`config.mk`:
```
export PLATFORM = sky130hd
export DESIGN_NAME = dds_slave
export DESIGN_NICKNAME = d
export VERILOG_FILES = /design/src/rtl/dds_pkg.sv /design/src/rtl/dds_line_sync.sv /design/src/rtl/dds_shifter.sv /design/src/rtl/dds_slave.sv
export SDC_FILE = /design/constraint.sdc
export NUM_CORES = 1
export LEC_CHECK = 0
export CAP_MARGIN = 10
export CORE_MARGIN = 2
export CORE_UTILIZATION = 55
export DETAILED_ROUTE_END_ITERATION = 10
export DONT_BUFFER_PORTS = 1
export MAX_ROUTING_LAYER = met4
export PLACE_DENSITY = 0.69
export SYNTH_ARGS = -nofsm -noshare
export SYNTH_HDL_FRONTEND = slang
export SYNTH_SLANG_ARGS = --single-unit
```
`constraint.sdc`:
```
create_clock -name clk -period 2.34 [get_ports clk]
set_clock_uncertainty 0.05 [all_clocks]
set_input_delay 0.234 -clock clk [delete_from_list [all_inputs] [get_ports clk]]
set_output_delay 0.234 -clock clk [all_outputs]
set_load 0.02 [all_outputs]
```
`src/rtl/dds_pkg.sv`:
```
// How it works
// (RULE1) Start after an acknowledge slot restarts the sequencer; match then stretches and flags.
// (RULE2) Stop after an acknowledge slot resets the sequencer, then sets the halt flag.
// (RULE3) Clearing: match by status one read; byte by status one then buffer access; halt by status two.
// (RULE4) Control bit 5 enables; while clear, control and status clear and lines release.
// (RULE5) First enabling write sets only the enable bit; the second write sets the rest.
// (RULE6) Control bit 4 adds the fixed display address 60h/61h; disabling clears it.
// (RULE7) Control bit 2 returns acknowledge after address and data bytes; disabling clears it.
// (RULE8) Control bit 1 frees both lines once the current byte ends; software clears it.
// (RULE9) Control bit 0 gates the interrupt; disabling clears it.
// (RULE10) Status one bit 7 is the OR of the byte done, match, missing acknowledge, halt and fault flags.
// (RULE11) Status one bit 5 marks a transmitted byte; clears with byte done, stop, disable.
// (RULE12) Status one bit 4 tracks bus busy from start to stop, even while disabled.
// (RULE13) Status one bit 3 sets after the acknowledge pulse and holds the clock low.
// (RULE14) Status one bit 2 sets on address match, holds the clock, clears on status one read.
// (RULE15) Status two bit 4 sets on missing acknowledge, no stretch, clears on read or disable.
// (RULE16) Status two bit 3 sets on stop after acknowledge when acknowledge enabled.
// (RULE17) Status two bit 1 sets on a misplaced start or stop, no stretch.
// (RULE18) Status two bit 0 sets when 60h/61h is seen enabled; clears on start, stop, disable.
// (RULE19) Transmit starts on buffer write; receive waits for a buffer read after the first byte.
// (RULE20) Own address bits 7:1 match, bit 0 ignored, kept across disable.
// (RULE21) Address 01h is never recognised.
// (RULE22) All registers reset to 00h; reserved bits read zero.
// (RULE23) After a match the buffer holds the address; its bit 0 picks the direction.
// (RULE24) Misplaced stop drops the byte and idles; misplaced start awaits a new address.
// (RULE25) After a failure software frees the lines by pulsing the release bit.
// (RULE26) Lines are open drain, only pulled low; clock held low while a blocking flag stands.
package dds_pkg;

    // ==========================================
    // Register offsets
    localparam logic [7:0] DDS_OFS_CONTROL = 8'h50;
    localparam logic [7:0] DDS_OFS_STATUS_ONE = 8'h51;
    localparam logic [7:0] DDS_OFS_STATUS_TWO = 8'h52;
    localparam logic [7:0] DDS_OFS_OWN_SLAVE_ID = 8'h54;
    localparam logic [7:0] DDS_OFS_BYTE_BUFFER = 8'h56;

    // ==========================================
    // Field positions and values
    localparam int DDS_CTRL_ON = 5;
    localparam int DDS_CTRL_EXT = 4;
    localparam int DDS_CTRL_ACK = 2;
    localparam int DDS_CTRL_REL = 1;
    localparam int DDS_CTRL_IRQ = 0;
    localparam int DDS_S1_EVENT = 7;
    localparam int DDS_S1_DIR = 5;
    localparam int DDS_S1_BUSY = 4;
    localparam int DDS_S1_DONE = 3;
    localparam int DDS_S1_MATCH = 2;
    localparam int DDS_S2_NACK = 4;
    localparam int DDS_S2_HALT = 3;
    localparam int DDS_S2_FAULT = 1;
    localparam int DDS_S2_EXT = 0;
    localparam logic [7:0] DDS_REG_RESET = 8'h00;
    localparam logic [6:0] DDS_EXT_ID = 7'h30;
    localparam logic [7:0] DDS_START_BYTE = 8'h01;
    localparam logic [2:0] DDS_LAST_BIT = 3'h7;

    // ==========================================
    // Types
    typedef enum logic [2:0] {
        ST_IDLE = 3'b000,
        ST_ADDR = 3'b001,
        ST_ADDR_ACK = 3'b010,
        ST_RX = 3'b011,
        ST_RX_ACK = 3'b100,
        ST_TX = 3'b101,
        ST_TX_ACK = 3'b110,
        ST_WAIT = 3'b111
    } dds_state_e;

    typedef struct packed {
        logic scl;
        logic sda;
        logic sclRise;
        logic sclFall;
        logic start;
        logic stop;
    } dds_line_ev_s;

    typedef struct packed {
        logic [7:0] addr;
        logic [7:0] wrData;
        logic wr;
        logic rd;
    } dds_reg_req_s;

endpackage

```
`src/rtl/dds_line_sync.sv`:
```
`timescale 1ns/1ps
module dds_line_sync
    import dds_pkg::*;
(
    input wire logic clk,
    input wire logic rst_b,
    input wire logic sclIn,
    input wire logic sdaIn,
    output dds_line_ev_s lineEv
);

    // ==========================================
    // Two-stage synchronisers, then history
    logic [1:0] sclMeta;
    logic [1:0] sdaMeta;
    logic sclPrev;
    logic sdaPrev;

    always_ff @(posedge clk or negedge rst_b) begin
        if (!rst_b) begin
            sclMeta <= 2'h3;
            sdaMeta <= 2'h3;
            sclPrev <= 1'b1;
            sdaPrev <= 1'b1;
        end else begin
            sclMeta <= {sclMeta[0], sclIn};
            sdaMeta <= {sdaMeta[0], sdaIn};
            sclPrev <= sclMeta[1];
            sdaPrev <= sdaMeta[1];
        end
    end

    assign lineEv.scl = sclMeta[1];
    assign lineEv.sda = sdaMeta[1];
    assign lineEv.sclRise = sclMeta[1] & ~sclPrev;
    assign lineEv.sclFall = ~sclMeta[1] & sclPrev;
    // Data moving while clock high marks start or stop
    assign lineEv.start = sclMeta[1] & sclPrev & sdaPrev & ~sdaMeta[1];
    assign lineEv.stop = sclMeta[1] & sclPrev & ~sdaPrev & sdaMeta[1];

endmodule

```
`src/rtl/dds_shifter.sv`:
```
`timescale 1ns/1ps
module dds_shifter
    import dds_pkg::*;
(
    input wire logic clk,
    input wire logic rst_b,
    input wire logic load,
    input wire logic [7:0] loadData,
    input wire logic shiftEn,
    input wire logic shiftIn,
    output logic [7:0] data
);

    // ==========================================
    // Byte shift register, msb first
    always_ff @(posedge clk or negedge rst_b) begin
        if (!rst_b) begin
            data <= DDS_REG_RESET;
        end else if (load) begin
            data <= loadData;
        end else if (shiftEn) begin
            data <= {data[6:0], shiftIn};
        end
    end

endmodule

```
`src/rtl/dds_slave.sv`:
```
`timescale 1ns/1ps
module dds_slave
    import dds_pkg::*;
(
    input wire logic clk,
    input wire logic rst_b,
    input dds_reg_req_s regReq,
    output logic [7:0] rdData,
    input wire logic sclIn,
    input wire logic sdaIn,
    output logic sclOut,
    output logic sclOe_b,
    output logic sdaOut,
    output logic sdaOe_b,
    output logic irq
);

    // ==========================================
    // Declarations
    dds_line_ev_s ev;
    dds_state_e state;
    logic [2:0] bitCnt;
    logic ackPhase;
    logic masterAck;
    logic rwBit;
    logic txLoaded;
    logic [7:0] shData;
    logic shLoad;
    logic shShift;
    logic shIn;
    logic [7:0] fullByte;
    logic addrMatch;
    logic extHit;
    logic misplaced;
    logic lineFree;
    logic holdClock;
    logic driveData;

    logic interfaceOn;
    logic extDisplayAddrEnable;
    logic ackEnable;
    logic releaseLines;
    logic irqEnable;
    logic [7:0] ownSlaveId;
    logic [7:0] byteBuffer;

    logic directionFlag;
    logic busBusy;
    logic byteDoneFlag;
    logic addressMatchFlag;
    logic nackFailureFlag;
    logic haltSeenFlag;
    logic busFaultFlag;
    logic extDisplayAddrSeen;
    logic eventFlag;
    logic statusOneArmed;

    logic wrControl;
    logic rdStatusOne;
    logic rdStatusTwo;
    logic wrBuffer;
    logic rdBuffer;
    logic doneClear;
    logic setDone;
    logic setDir;
    logic setMatch;
    logic setNack;
    logic setHalt;
    logic setFault;
    logic setExt;

    // ==========================================
    // Line sampling and byte shifter
    dds_line_sync u_sync (
        .clk(clk),
        .rst_b(rst_b),
        .sclIn(sclIn),
        .sdaIn(sdaIn),
        .lineEv(ev)
    );

    dds_shifter u_shift (
        .clk(clk),
        .rst_b(rst_b),
        .load(shLoad),
        .loadData(byteBuffer),
        .shiftEn(shShift),
        .shiftIn(shIn),
        .data(shData)
    );

    // ==========================================
    // Register strobes
    assign wrControl = regReq.wr && (regReq.addr == DDS_OFS_CONTROL);
    assign rdStatusOne = regReq.rd && (regReq.addr == DDS_OFS_STATUS_ONE);
    assign rdStatusTwo = regReq.rd && (regReq.addr == DDS_OFS_STATUS_TWO);
    assign wrBuffer = regReq.wr && (regReq.addr == DDS_OFS_BYTE_BUFFER);
    assign rdBuffer = regReq.rd && (regReq.addr == DDS_OFS_BYTE_BUFFER);

    // ==========================================
    // Bus decode
    assign fullByte = {shData[6:0], ev.sda};
    assign extHit = extDisplayAddrEnable && (fullByte[7:1] == DDS_EXT_ID); // RULE6
    assign addrMatch = (fullByte != DDS_START_BYTE) // RULE21
        && ((fullByte[7:1] == ownSlaveId[7:1]) || extHit); // RULE20
    assign misplaced = ((state == ST_ADDR) || (state == ST_RX) || (state == ST_TX)) && (bitCnt > 3'h1); // RULE17
    assign shLoad = (state == ST_WAIT) && rwBit && txLoaded && !addressMatchFlag && !byteDoneFlag;
    assign shShift = ((state == ST_ADDR) || (state == ST_RX)) ? ev.sclRise
        : ((state == ST_TX) && ev.sclFall);
    assign shIn = (state == ST_TX) ? 1'b0 : ev.sda;
    assign doneClear = statusOneArmed && byteDoneFlag
        && ((rdBuffer && !directionFlag) || (wrBuffer && directionFlag)); // RULE3
    assign eventFlag = byteDoneFlag | addressMatchFlag | nackFailureFlag
        | haltSeenFlag | busFaultFlag; // RULE10

    // ==========================================
    // Byte sequencer
    always_ff @(posedge clk or negedge rst_b) begin
        if (!rst_b) begin
            state <= ST_IDLE;
            bitCnt <= 3'h0;
            ackPhase <= 1'b0;
            masterAck <= 1'b0;
            rwBit <= 1'b0;
        end else if (!interfaceOn) begin
            state <= ST_IDLE; // RULE4
            bitCnt <= 3'h0;
            ackPhase <= 1'b0;
        end else if (ev.stop) begin
            state <= ST_IDLE; // RULE2 RULE24
        end else if (ev.start) begin
            state <= ST_ADDR; // RULE1 RULE24
            bitCnt <= 3'h0;
        end else begin
            case (state)
                ST_ADDR: begin
                    if (ev.sclRise) begin
                        bitCnt <= bitCnt + 3'h1;
                        if (bitCnt == DDS_LAST_BIT) begin
                            rwBit <= fullByte[0]; // RULE23
                            ackPhase <= 1'b0;
                            state <= (addrMatch && ackEnable) ? ST_ADDR_ACK : ST_IDLE;
                        end
                    end
                end
                ST_RX: begin
                    if (ev.sclRise) begin
                        bitCnt <= bitCnt + 3'h1;
                        if (bitCnt == DDS_LAST_BIT) begin
                            ackPhase <= 1'b0;
                            state <= ST_RX_ACK;
                        end
                    end
                end
                ST_ADDR_ACK, ST_RX_ACK: begin
                    if (ev.sclFall) begin
                        ackPhase <= 1'b1;
                        if (ackPhase) begin
                            state <= ST_WAIT;
                        end
                    end
                end
                ST_TX: begin
                    if (ev.sclFall) begin
                        bitCnt <= bitCnt + 3'h1;
                        if (bitCnt == DDS_LAST_BIT) begin
                            state <= ST_TX_ACK;
                        end
                    end
                end
                ST_TX_ACK: begin
                    if (ev.sclRise) begin
                        masterAck <= !ev.sda;
                    end
                    if (ev.sclFall) begin
                        state <= masterAck ? ST_WAIT : ST_IDLE; // RULE15
                    end
                end
                ST_WAIT: begin
                    if (!addressMatchFlag && !byteDoneFlag) begin
                        if (!rwBit) begin
                            state <= ST_RX; // RULE19
                            bitCnt <= 3'h0;
                        end else if (txLoaded) begin
                            state <= ST_TX; // RULE19
                            bitCnt <= 3'h0;
                        end
                    end
                end
                default: begin
                    state <= state;
                end
            endcase
        end
    end

    // ==========================================
    // Event sources
    assign setMatch = (state == ST_ADDR_ACK) && ev.sclFall && ackPhase && !ev.start && !ev.stop; // RULE14
    assign setDone = ((state == ST_RX_ACK) && ev.sclFall && ackPhase && ackEnable)
        || ((state == ST_TX_ACK) && ev.sclFall && masterAck); // RULE13
    assign setDir = (state == ST_TX_ACK) && ev.sclFall && masterAck;
    assign setNack = (state == ST_TX_ACK) && ev.sclFall && !masterAck;
    assign setFault = (ev.start || ev.stop) && misplaced; // RULE17
    assign setHalt = ev.stop && !misplaced && ackEnable && (state != ST_IDLE); // RULE16
    assign setExt = (state == ST_ADDR) && ev.sclRise && (bitCnt == DDS_LAST_BIT) && extHit; // RULE18

    // ==========================================
    // Control register
    always_ff @(posedge clk or negedge rst_b) begin
        if (!rst_b) begin
            interfaceOn <= 1'b0; // RULE22
            extDisplayAddrEnable <= 1'b0;
            ackEnable <= 1'b0;
            releaseLines <= 1'b0;
            irqEnable <= 1'b0;
        end else if (wrControl) begin
            interfaceOn <= regReq.wrData[DDS_CTRL_ON];
            if (interfaceOn && regReq.wrData[DDS_CTRL_ON]) begin
                extDisplayAddrEnable <= regReq.wrData[DDS_CTRL_EXT];
                ackEnable <= regReq.wrData[DDS_CTRL_ACK];
                releaseLines <= regReq.wrData[DDS_CTRL_REL]; // RULE8
                irqEnable <= regReq.wrData[DDS_CTRL_IRQ];
            end else begin
                // First enabling write or a disabling write: other bits drop
                extDisplayAddrEnable <= 1'b0; // RULE5 RULE6
                ackEnable <= 1'b0; // RULE7
                releaseLines <= 1'b0;
                irqEnable <= 1'b0; // RULE9
            end
        end
    end

    // ==========================================
    // Own address and byte buffer
    always_ff @(posedge clk or negedge rst_b) begin
        if (!rst_b) begin
            ownSlaveId <= DDS_REG_RESET;
        end else if (regReq.wr && (regReq.addr == DDS_OFS_OWN_SLAVE_ID)) begin
            ownSlaveId <= regReq.wrData; // RULE20
        end
    end

    always_ff @(posedge clk or negedge rst_b) begin
        if (!rst_b) begin
            byteBuffer <= DDS_REG_RESET;
        end else if (interfaceOn && ((state == ST_ADDR) || (state == ST_RX))
                     && ev.sclRise && (bitCnt == DDS_LAST_BIT) && !ev.start && !ev.stop) begin
            byteBuffer <= fullByte; // RULE23
        end else if (wrBuffer) begin
            byteBuffer <= regReq.wrData;
        end
    end

    always_ff @(posedge clk or negedge rst_b) begin
        if (!rst_b) begin
            txLoaded <= 1'b0;
        end else if (!interfaceOn || ev.start || ev.stop || shLoad) begin
            txLoaded <= 1'b0;
        end else if (wrBuffer && rwBit) begin
            txLoaded <= 1'b1; // RULE19
        end
    end

    // ==========================================
    // Status flags: set wins over clear
    always_ff @(posedge clk or negedge rst_b) begin
        if (!rst_b) begin
            busBusy <= 1'b0;
        end else if (ev.start) begin
            busBusy <= 1'b1; // RULE12
        end else if (ev.stop) begin
            busBusy <= 1'b0; // RULE12
        end
    end

    always_ff @(posedge clk or negedge rst_b) begin
        if (!rst_b) begin
            addressMatchFlag <= 1'b0;
            byteDoneFlag <= 1'b0;
            directionFlag <= 1'b0;
            statusOneArmed <= 1'b0;
        end else if (!interfaceOn) begin
            addressMatchFlag <= 1'b0; // RULE4
            byteDoneFlag <= 1'b0;
            directionFlag <= 1'b0;
            statusOneArmed <= 1'b0;
        end else begin
            if (rdStatusOne) begin
                addressMatchFlag <= 1'b0; // RULE14
            end
            if (setMatch) begin
                addressMatchFlag <= 1'b1; // RULE1
            end
            if (rdStatusOne && byteDoneFlag) begin
                statusOneArmed <= 1'b1;
            end else if (doneClear) begin
                statusOneArmed <= 1'b0;
            end
            if (doneClear) begin
                byteDoneFlag <= 1'b0; // RULE3
                directionFlag <= 1'b0; // RULE11
            end
            if (ev.stop) begin
                directionFlag <= 1'b0; // RULE11
            end
            if (setDone) begin
                byteDoneFlag <= 1'b1; // RULE13
                directionFlag <= setDir; // RULE11
                statusOneArmed <= 1'b0;
            end
        end
    end

    always_ff @(posedge clk or negedge rst_b) begin
        if (!rst_b) begin
            nackFailureFlag <= 1'b0;
            haltSeenFlag <= 1'b0;
            busFaultFlag <= 1'b0;
            extDisplayAddrSeen <= 1'b0;
        end else if (!interfaceOn) begin
            nackFailureFlag <= 1'b0; // RULE4
            haltSeenFlag <= 1'b0;
            busFaultFlag <= 1'b0;
            extDisplayAddrSeen <= 1'b0;
        end else begin
            if (rdStatusTwo) begin
                nackFailureFlag <= 1'b0; // RULE15
                haltSeenFlag <= 1'b0; // RULE3
                busFaultFlag <= 1'b0; // RULE17
            end
            if (ev.start || ev.stop) begin
                extDisplayAddrSeen <= 1'b0; // RULE18
            end
            if (setNack) begin
                nackFailureFlag <= 1'b1; // RULE15
            end
            if (setHalt) begin
                haltSeenFlag <= 1'b1; // RULE2 RULE16
            end
            if (setFault) begin
                busFaultFlag <= 1'b1; // RULE17
            end
            if (setExt) begin
                extDisplayAddrSeen <= 1'b1; // RULE18
            end
        end
    end

    // ==========================================
    // Line drivers, open drain
    assign lineFree = !interfaceOn // RULE4
        || (releaseLines && ((state == ST_WAIT) || (state == ST_IDLE))); // RULE8 RULE25
    // In transmit, clock stays low until the data drive has settled
    assign holdClock = addressMatchFlag || byteDoneFlag || (state == ST_WAIT) // RULE26
        || ((state == ST_TX) && (sdaOe_b == driveData)); // RULE26
    assign driveData = (((state == ST_ADDR_ACK) || (state == ST_RX_ACK)) && ackPhase && ackEnable) // RULE7
        || ((state == ST_TX) && !shData[7]);

    always_ff @(posedge clk or negedge rst_b) begin
        if (!rst_b) begin
            sclOe_b <= 1'b1;
            sdaOe_b <= 1'b1;
        end else begin
            sclOe_b <= !(holdClock && !lineFree); // RULE26
            sdaOe_b <= !(driveData && !lineFree); // RULE26
        end
    end

    assign sclOut = 1'b0;
    assign sdaOut = 1'b0;

    always_ff @(posedge clk or negedge rst_b) begin
        if (!rst_b) begin
            irq <= 1'b0;
        end else begin
            irq <= irqEnable && eventFlag; // RULE9
        end
    end

    // ==========================================
    // Read data, one cycle after the strobe
    always_ff @(posedge clk or negedge rst_b) begin
        if (!rst_b) begin
            rdData <= DDS_REG_RESET;
        end else if (regReq.rd) begin
            case (regReq.addr)
                DDS_OFS_CONTROL: begin
                    rdData <= {2'h0, interfaceOn, extDisplayAddrEnable, 1'b0,
                               ackEnable, releaseLines, irqEnable}; // RULE22
                end
                DDS_OFS_STATUS_ONE: begin
                    rdData <= {eventFlag, 1'b0, directionFlag, busBusy,
                               byteDoneFlag, addressMatchFlag, 2'h0};
                end
                DDS_OFS_STATUS_TWO: begin
                    rdData <= {3'h0, nackFailureFlag, haltSeenFlag, 1'b0,
                               busFaultFlag, extDisplayAddrSeen};
                end
                DDS_OFS_OWN_SLAVE_ID: begin
                    rdData <= ownSlaveId;
                end
                DDS_OFS_BYTE_BUFFER: begin
                    rdData <= byteBuffer;
                end
                default: begin
                    rdData <= DDS_REG_RESET;
                end
            endcase
        end else begin
            rdData <= DDS_REG_RESET;
        end
    end

endmodule

```
Yosys cells after proc, flatten, opt, wreduce, memory -nomap -nowiden

Index checks and enable logic that the tools add are counted.

Reduce and logical (&&, ||, !) cells: 95
Equality and inequality tests: 48
Order comparisons: 1
Bitwise gates (word level): 17
Add/subtract/negate cells: 1
Muxes and demuxes: 72

Operators by type and width:

| kind                                                                     | count |
|---|---|
| 3-bit 2-to-1 mux                                                         | 24 |
| 1-bit logical AND                                                        | 53 |
| 5-bit inequality test (second input constant)                            | 9 |
| 8-bit by 7-bit equality test with 1-bit output (second input constant)   | 5 |
| 8-bit 2-to-1 mux                                                         | 5 |
| 8-bit case mux with 5 select lines                                       | 1 |
| 1-bit 2-to-1 mux                                                         | 38 |
| 3-bit by 1-bit inequality test with 1-bit output (second input constant) | 6 |
| 3-bit case mux with 6 select lines                                       | 1 |
| 6-bit AND reduction                                                      | 3 |
| 1-bit logical OR                                                         | 16 |
| 3-bit equality test (second input constant)                              | 5 |
| 1-bit zero test                                                          | 13 |
| 4-bit inequality test (second input constant)                            | 3 |
| 12-bit AND reduction                                                     | 1 |
| 5-bit by 4-bit inequality test with 1-bit output (second input constant) | 2 |
| 9-bit by 3-bit inequality test with 1-bit output (second input constant) | 1 |
| 3-bit case mux with 3 select lines                                       | 1 |
| 8-bit by 1-bit inequality test with 1-bit output (second input constant) | 1 |
| 2-bit nonzero test                                                       | 4 |
| 1-bit bitwise AND                                                        | 7 |
| 7-bit by 6-bit equality test with 1-bit output (second input constant)   | 1 |
| 7-bit equality test                                                      | 1 |
| 3-bit by 2-bit equality test with 1-bit output (second input constant)   | 2 |
| other kinds (19)                                                         | 31 |

Flip-flop bits (word level): 65
Input bits: 22
Output and inout port bits: 13

Logic depth before layout (Yosys ltp)

Word-level depth: 12
Gate-level depth with buffers: 7
Depth with buffers taken out: 7

Modules after synthesis

A second synthesis with hierarchy kept.

Cells, all modules: 353
Area, all modules: 3538.4 um^2

Modules (own cells, without submodules):

| module        | cells each | area each (um^2) | instances | sequential area each (um^2) |
|---|---|---|---|---|
| dds_slave     | 307        | 2960.3           | 1         | 1278.7 |
| dds_shifter   | 34         | 372.9            | 1         | 200.2 |
| dds_line_sync | 12         | 205.2            | 1         | 157.7 |

Worst setup path before layout

OpenSTA, ideal clock, no wires.

Path type: register to register
Start: register bitCnt[0]
End: register state[0]
Arrival: 1.653 ns
Path buffers: 0
Stages on the path, launching flop included: 8
Data required time: 2.191 ns
Slack: 0.538 ns
Cell sequence: dfrtp_1 -> ha_1 -> ha_1 -> mux2_1 -> nand2_1 -> a311oi_4 -> nand2b_1 -> a311oi_1

Word-level cells in the longest chain between the ends: 3
Elaborated cells between the ends (all ways): 5

RTL lines:

| item                                                                                                       | line                                                 | source |
|---|---|---|
| start: declaration                                                                                         | dds_slave.sv:22                                      | `logic [2:0] bitCnt;` |
| start signal: assignment                                                                                   | dds_slave.sv:138                                     | `bitCnt <= bitCnt + 3'h1;` |
| start signal: assignment                                                                                   | dds_slave.sv:148                                     | `bitCnt <= bitCnt + 3'h1;` |
| start signal: assignment                                                                                   | dds_slave.sv:165                                     | `bitCnt <= bitCnt + 3'h1;` |
| 3-bit equality test (*)                                                                                    | dds_slave.sv:139, dds_slave.sv:149, dds_slave.sv:166 |  |
| 5-bit inequality test (no source line) or 5-bit by 4-bit inequality test with 1-bit output (tied branches) | --                                                   |  |
| 12-bit AND reduction (no source line) (*)                                                                  | --                                                   |  |
| end signal: assignment                                                                                     | dds_slave.sv:142                                     | `state <= (addrMatch && ackEnable) ? ST_ADDR_ACK : ST_IDLE;` |
| end signal: assignment                                                                                     | dds_slave.sv:176                                     | `state <= masterAck ? ST_WAIT : ST_IDLE;` |
| end signal: assignment                                                                                     | dds_slave.sv:191                                     | `state <= state;` |
| end: declaration                                                                                           | dds_slave.sv:21                                      | `dds_state_e state;` |

Every way passes the cells marked *; elsewhere a longest branch is shown, timed or not.
A chain may end at the register's enable or synchronous reset.

Final worst setup path

Start: register u_sync.sclPrev
End: register bitCnt[1]

Word-level cells in the longest chain between the ends: 6
Elaborated cells between the ends (all ways): 18

RTL lines:

| item                                                                        | line                | source |
|---|---|---|
| start: declaration                                                          | dds_line_sync.sv:16 | `logic sclPrev;` |
| start signal: assignment                                                    | dds_line_sync.sv:28 | `sclPrev <= sclMeta[1];` |
| parallel branches: the longest is 6 deep, another holds 6-bit AND reduction | --                  |  |

Several ways; the timed one is not identified. The select of a mux whose other input is x is not followed.

==> tab_implementation.tex <==
\begin{tabular}{lr}
\hline
Metric & Value \\
\hline
\multicolumn{2}{l}{\textbf{STA}} \\
\quad Worst hold slack after final layout & 0.0140 ns \\
\quad Final critical delay including setup and external delays & 2.06 ns \\
\quad RSZ-0062 raised after global routing & false \\
\quad Final cycle utilization of the critical path & 88.2\% \\
\quad Final Hold Viols & 0 \\
\quad Slew margin rel. & 66.0\% \\
\quad Final max-slew violation count & 0 \\
\quad FMAX & 485 MHz \\
\quad Total setup violations reported at the end of the flow & 0 \\
\quad Total negative setup slack & 0 ns \\
\quad Setup slack of the critical path after layout & 0.277 ns \\
\quad Slew of the pin with the lowest slew margin & 0.507 ns \\
\multicolumn{2}{l}{\textbf{Synth}} \\
\quad Adder-cell share of the synthesized area & 1.33\% \\
\quad Flops \& latches, synth & 65 \\
\quad Most common cell in the synthesized netlist & sky130\_fd\_sc\_hd\_\_dfrtp\_1 \\
\quad Biggest area consumer among synthesized cells & sky130\_fd\_sc\_hd\_\_dfrtp\_1 \\
\quad Synth warn & 0 \\
\quad Summed instance area of the synthesized netlist & 3560 um\^{}2 \\
\quad Proportion of register bits with asynchronous set or reset after synthesis & 100\% \\
\quad Share of the synthesized netlist area taken by xor and xnor gates & 2.46\% \\
\quad Ys flop type & sky130\_fd\_sc\_hd\_\_dfrtp\_1 \\
\quad Unique cell type count in the Yosys netlist & 67 \\
\quad Sequential area share after synthesis & 45.9\% \\
\quad Share of the synthesized area in the top cell type & 40.0\% \\
\quad Fraction of the mapped netlist area in compound gates & 15.0\% \\
\quad Dominant cells by area after synthesis & sky130\_fd\_sc\_hd\_\_dfrtp\_1 (40\%), sky130\_fd\_sc\_hd\_\_dfstp\_2 (5.9\%), sky130\_fd\_sc\_hd\_\_mux2i\_1 (5.3\%) \\
\quad Top cell types by occurrence after synthesis & sky130\_fd\_sc\_hd\_\_dfrtp\_1 (57), sky130\_fd\_sc\_hd\_\_nand2\_1 (40), sky130\_fd\_sc\_hd\_\_o21ai\_0 (26) \\
\quad Number of enable-type register cells in the synthesized netlist & 0 \\
\quad Avg Inst Size Synth & 10.0 um\^{}2 \\
\quad Mapped Cells & 356 \\
\quad Simple-gate area share of the yosys netlist & 20.0\% \\
\quad Main combinational cell family by area after synthesis & simple AND/OR/NAND/NOR gates \\
\quad Proportion of synthesized area in mux cells & 11.0\% \\
\multicolumn{2}{l}{\textbf{Floorplanning}} \\
\quad Floorplan die height & 84.5 um \\
\quad Starting utilization of the core area & 56.4\% \\
\quad Rows & 29 \\
\quad Die Outline Area & 7140 um\^{}2 \\
\quad Width of the chip & 84.5 um \\
\quad Total I/O pin count & 35 \\
\quad Standard cell core area & 6310 um\^{}2 \\
\multicolumn{2}{l}{\textbf{GRT}} \\
\quad Maximum number of pins on one net before global-route repair & 66 \\
\quad Global routing met1 resource utilization & 37.5\% \\
\quad Number of antenna violations at the first check in global routing & 0 \\
\quad Global-route wire length before repair & 14,600 um \\
\quad Overflow left after global routing & 0 \\
\quad Global-route met3 utilization & 7.08\% \\
\quad Busiest grt layer & met2 \\
\quad GR Layer Usage met2 & 39.7\% \\
\quad Via count of the first global-routing pass & 2,777 \\
\quad Overall routing resource usage & 27.3\% \\
\multicolumn{2}{l}{\textbf{Setup path}} \\
\quad Critical Path RT & 2.53 ns \\
\quad Peak per-stage delay on the critical path & 0.62 ns \\
\quad Crit path max-delay cell type & sky130\_fd\_sc\_hd\_\_dfstp\_2 \\
\quad Kind of end point of the critical path & flop \\
\quad Crit-path cells & and2b\_1 -> nor3\_1 -> o311ai\_1 -> o21ai\_2 -> mux2\_2 \\
\quad WP data arrival & 2.25 ns \\
\quad WS Path Type & flop to flop \\
\quad Largest fanout on the critical path & 11 \\
\quad Nature of the critical path startpoint & flop \\
\multicolumn{2}{l}{\textbf{Power}} \\
\quad Switching power & 1220 uW \\
\quad Switching fraction of total power & 34.3\% \\
\quad Internal Pwr Total & 2340 uW \\
\quad Power Density & 893 nW/um\^{}2 \\
\quad Leakage dissipation & 0.00176 uW \\
\quad Clock power share & 27.2\% \\
\quad Combinational share of power & 26.0\% \\
\quad Sequential power share & 46.8\% \\
\quad Largest voltage drop on the vdd net & 491 uV \\
\multicolumn{2}{l}{\textbf{Placed design}} \\
\quad IO Port Bufs & 0 \\
\quad Dpl cells & 424 \\
\quad RD Place Congestion & 0.910 \\
\quad Pre-CTS setup slack & 0.287 ns \\
\quad HPWL after detailed placement & 6150 um \\
\multicolumn{2}{l}{\textbf{Layout}} \\
\quad Final cell count without fillers & 454 \\
\quad Multi-input gate area & 1780 um\^{}2 \\
\quad Area used by sequential logic in the layout & 1640 um\^{}2 \\
\quad Diodes inserted & 0 \\
\quad Final net count & 397 \\
\quad Filler cell count & 516 \\
\quad Proportion of layout cells with a drive suffix above 1 & 17.5\% \\
\quad Relative area change from synthesis to final layout & 12.0\% \\
\multicolumn{2}{l}{\textbf{Drt}} \\
\quad Vias per cell & 6.27 \\
\quad Average wire length per cell after detail routing & 19.3 um \\
\quad Wirelength, routed & 8780 um \\
\quad Remaining routing DRC violations & 0 \\
\quad Number of vias in the routed layout & 2,848 \\
\quad 1st-iter DRT viols & 272 \\
\quad First-pass iteration count of the detailed router & 5 \\
\quad Count of nets left with antenna violations after detail routing & 0 \\
\multicolumn{2}{l}{\textbf{CTS}} \\
\quad Clock-pin slew of the registers on the worst-case setup and hold paths & 0.07 ns \\
\quad Clock tree from TritonCTS & yes \\
\quad Inserted Clock Buffers & 9 \\
\quad Maximum clock insertion buffer count & 2 \\
\quad Insertion delay to the later sink of the worst-skew pair & 0.35 ns \\
\quad Post-CTS setup buffers & 0 \\
\quad H-tree levels & 3 \\
\quad Number of clock sinks & 65 \\
\quad Clock root buffer master & sky130\_fd\_sc\_hd\_\_clkbuf\_8 \\
\multicolumn{2}{l}{\textbf{Outcome}} \\
\quad Status & completed \\
\multicolumn{2}{l}{\textbf{Flow run}} \\
\quad Max-cap violations & 0 \\
\multicolumn{2}{l}{\textbf{Hold path}} \\
\quad Path class of the lowest-slack min-delay path & input port to flop \\
\hline
\end{tabular}
==> power by group through the flow <==
stage / sequential, uW / combinational, uW / clock [uW]
floorplan: 1550 / 758 / 0
global placement: 1670 / 859 / 0
detailed placement: 1680 / 874 / 0
CTS: 1660 / 927 / 977
global route: 1700 / 1050 / 1030
finish: 1670 / 928 / 968
==> kinds of logic (layout without fill, tap and decap cells) <==
| group | after synthesis | count (layout) |
|---|---|---|
| adder cells (fa/ha/maj) | 4 | 4 |
| XOR/XNOR | 10 | 10 |
| multiplexers | 36 | 36 |
| AND/OR/NAND/NOR | 129 | 129 |
| flip-flops | 65 | 65 |
| AO/OA/AOI/OAI | 80 | 80 |
| buffers and inverters | 31 | 51 |
| other | 1 | 2 |
==> per-layer routing <==
| metal | share of wire [%] | wire length (um) |
|---|---|---|
| met1 | 45 | 3960 |
| met2 | 46 | 4000 |
| met3 | 7.6 | 665 |
| met4 | 1.8 | 155 |
| met5 | 0 | 0 |
==> critical path, delay by kind of cell, from the launching register on <==
family           cells  cell delay, ns
flip-flops           1            0.62
AND/OR/NAND/NOR      2            0.61
multiplexers         1            0.36
AO/OA/AOI/OAI        2            0.31
==> cell usage in the layout, fill, tap and decap left out, types with 11 or more instances in the layout <==
cell type / count
sky130_fd_sc_hd__nand3_1: 11
sky130_fd_sc_hd__nand2_1: 40
sky130_fd_sc_hd__a21oi_1: 13
sky130_fd_sc_hd__dfrtp_1: 57
sky130_fd_sc_hd__dlygate4sd3_1: 13
sky130_fd_sc_hd__nor2_1: 21
sky130_fd_sc_hd__o21ai_0: 26
sky130_fd_sc_hd__buf_4: 11
sky130_fd_sc_hd__mux2_2: 14
sky130_fd_sc_hd__mux2i_1: 19
==> stage by stage <==
step	area [um^2]	util (%)	total power, uW
after global placement	3640	57.6	2530
after global routing	3990	63.2	3780
after detailed placement	3640	57.6	2550
final	3990	63.2	3560
after CTS	3990	63.2	3560
after floorplan	3570	-	2300
==> final timing paths <==
path | from | to | slack [ns] | cells after the start
max | u_sync.sclPrev | bitCnt[1] | 0.28 | 5
min | regReq[4] | ackEnable | 0.01 | 2
max reg2reg | u_sync.sclPrev | bitCnt[1] | 0.28 | 5
min in group asynchronous | rst_b | rdData[6] | 0.37 | 2
max in group asynchronous | rst_b | u_sync.sdaPrev | 1.54 | 2
min reg2reg | u_sync.sdaMeta[0] | u_sync.sdaMeta[1] | 0.31 | 0
==> timing repair <==
action | 4_1_cts | 5_1_grt
hold endpoints to repair | 79 | 0
resized for setup | 0 | 0
setup endpoints to repair | 0 | 0
hold buffers | 14 | 0
==> area by class of cell <==
| type | instances | share of cell area (%) |
|---|---|---|
| Clock buffer | 11 | 3.54 |
| Timing Repair Buffer | 25 | 6.02 |
| Sequential cell | 65 | 41.0 |
| Multi-Input combinational cell | 261 | 44.7 |
| Tap cell | 77 | 2.41 |
| Clock inverter | 5 | 1.38 |
| Inverter | 10 | 0.941 |
==> state kept, by name, summed over array words and instances (netlist names), 2 cells and up <==
register / cells
u_shift.data: 8
byteBuffer: 8
bitCnt: 3
ownSlaveId: 8
state: 3
u_sync.sclMeta: 2
u_sync.sdaMeta: 2
rdData: 8
(Power assumes the default switching activity.)
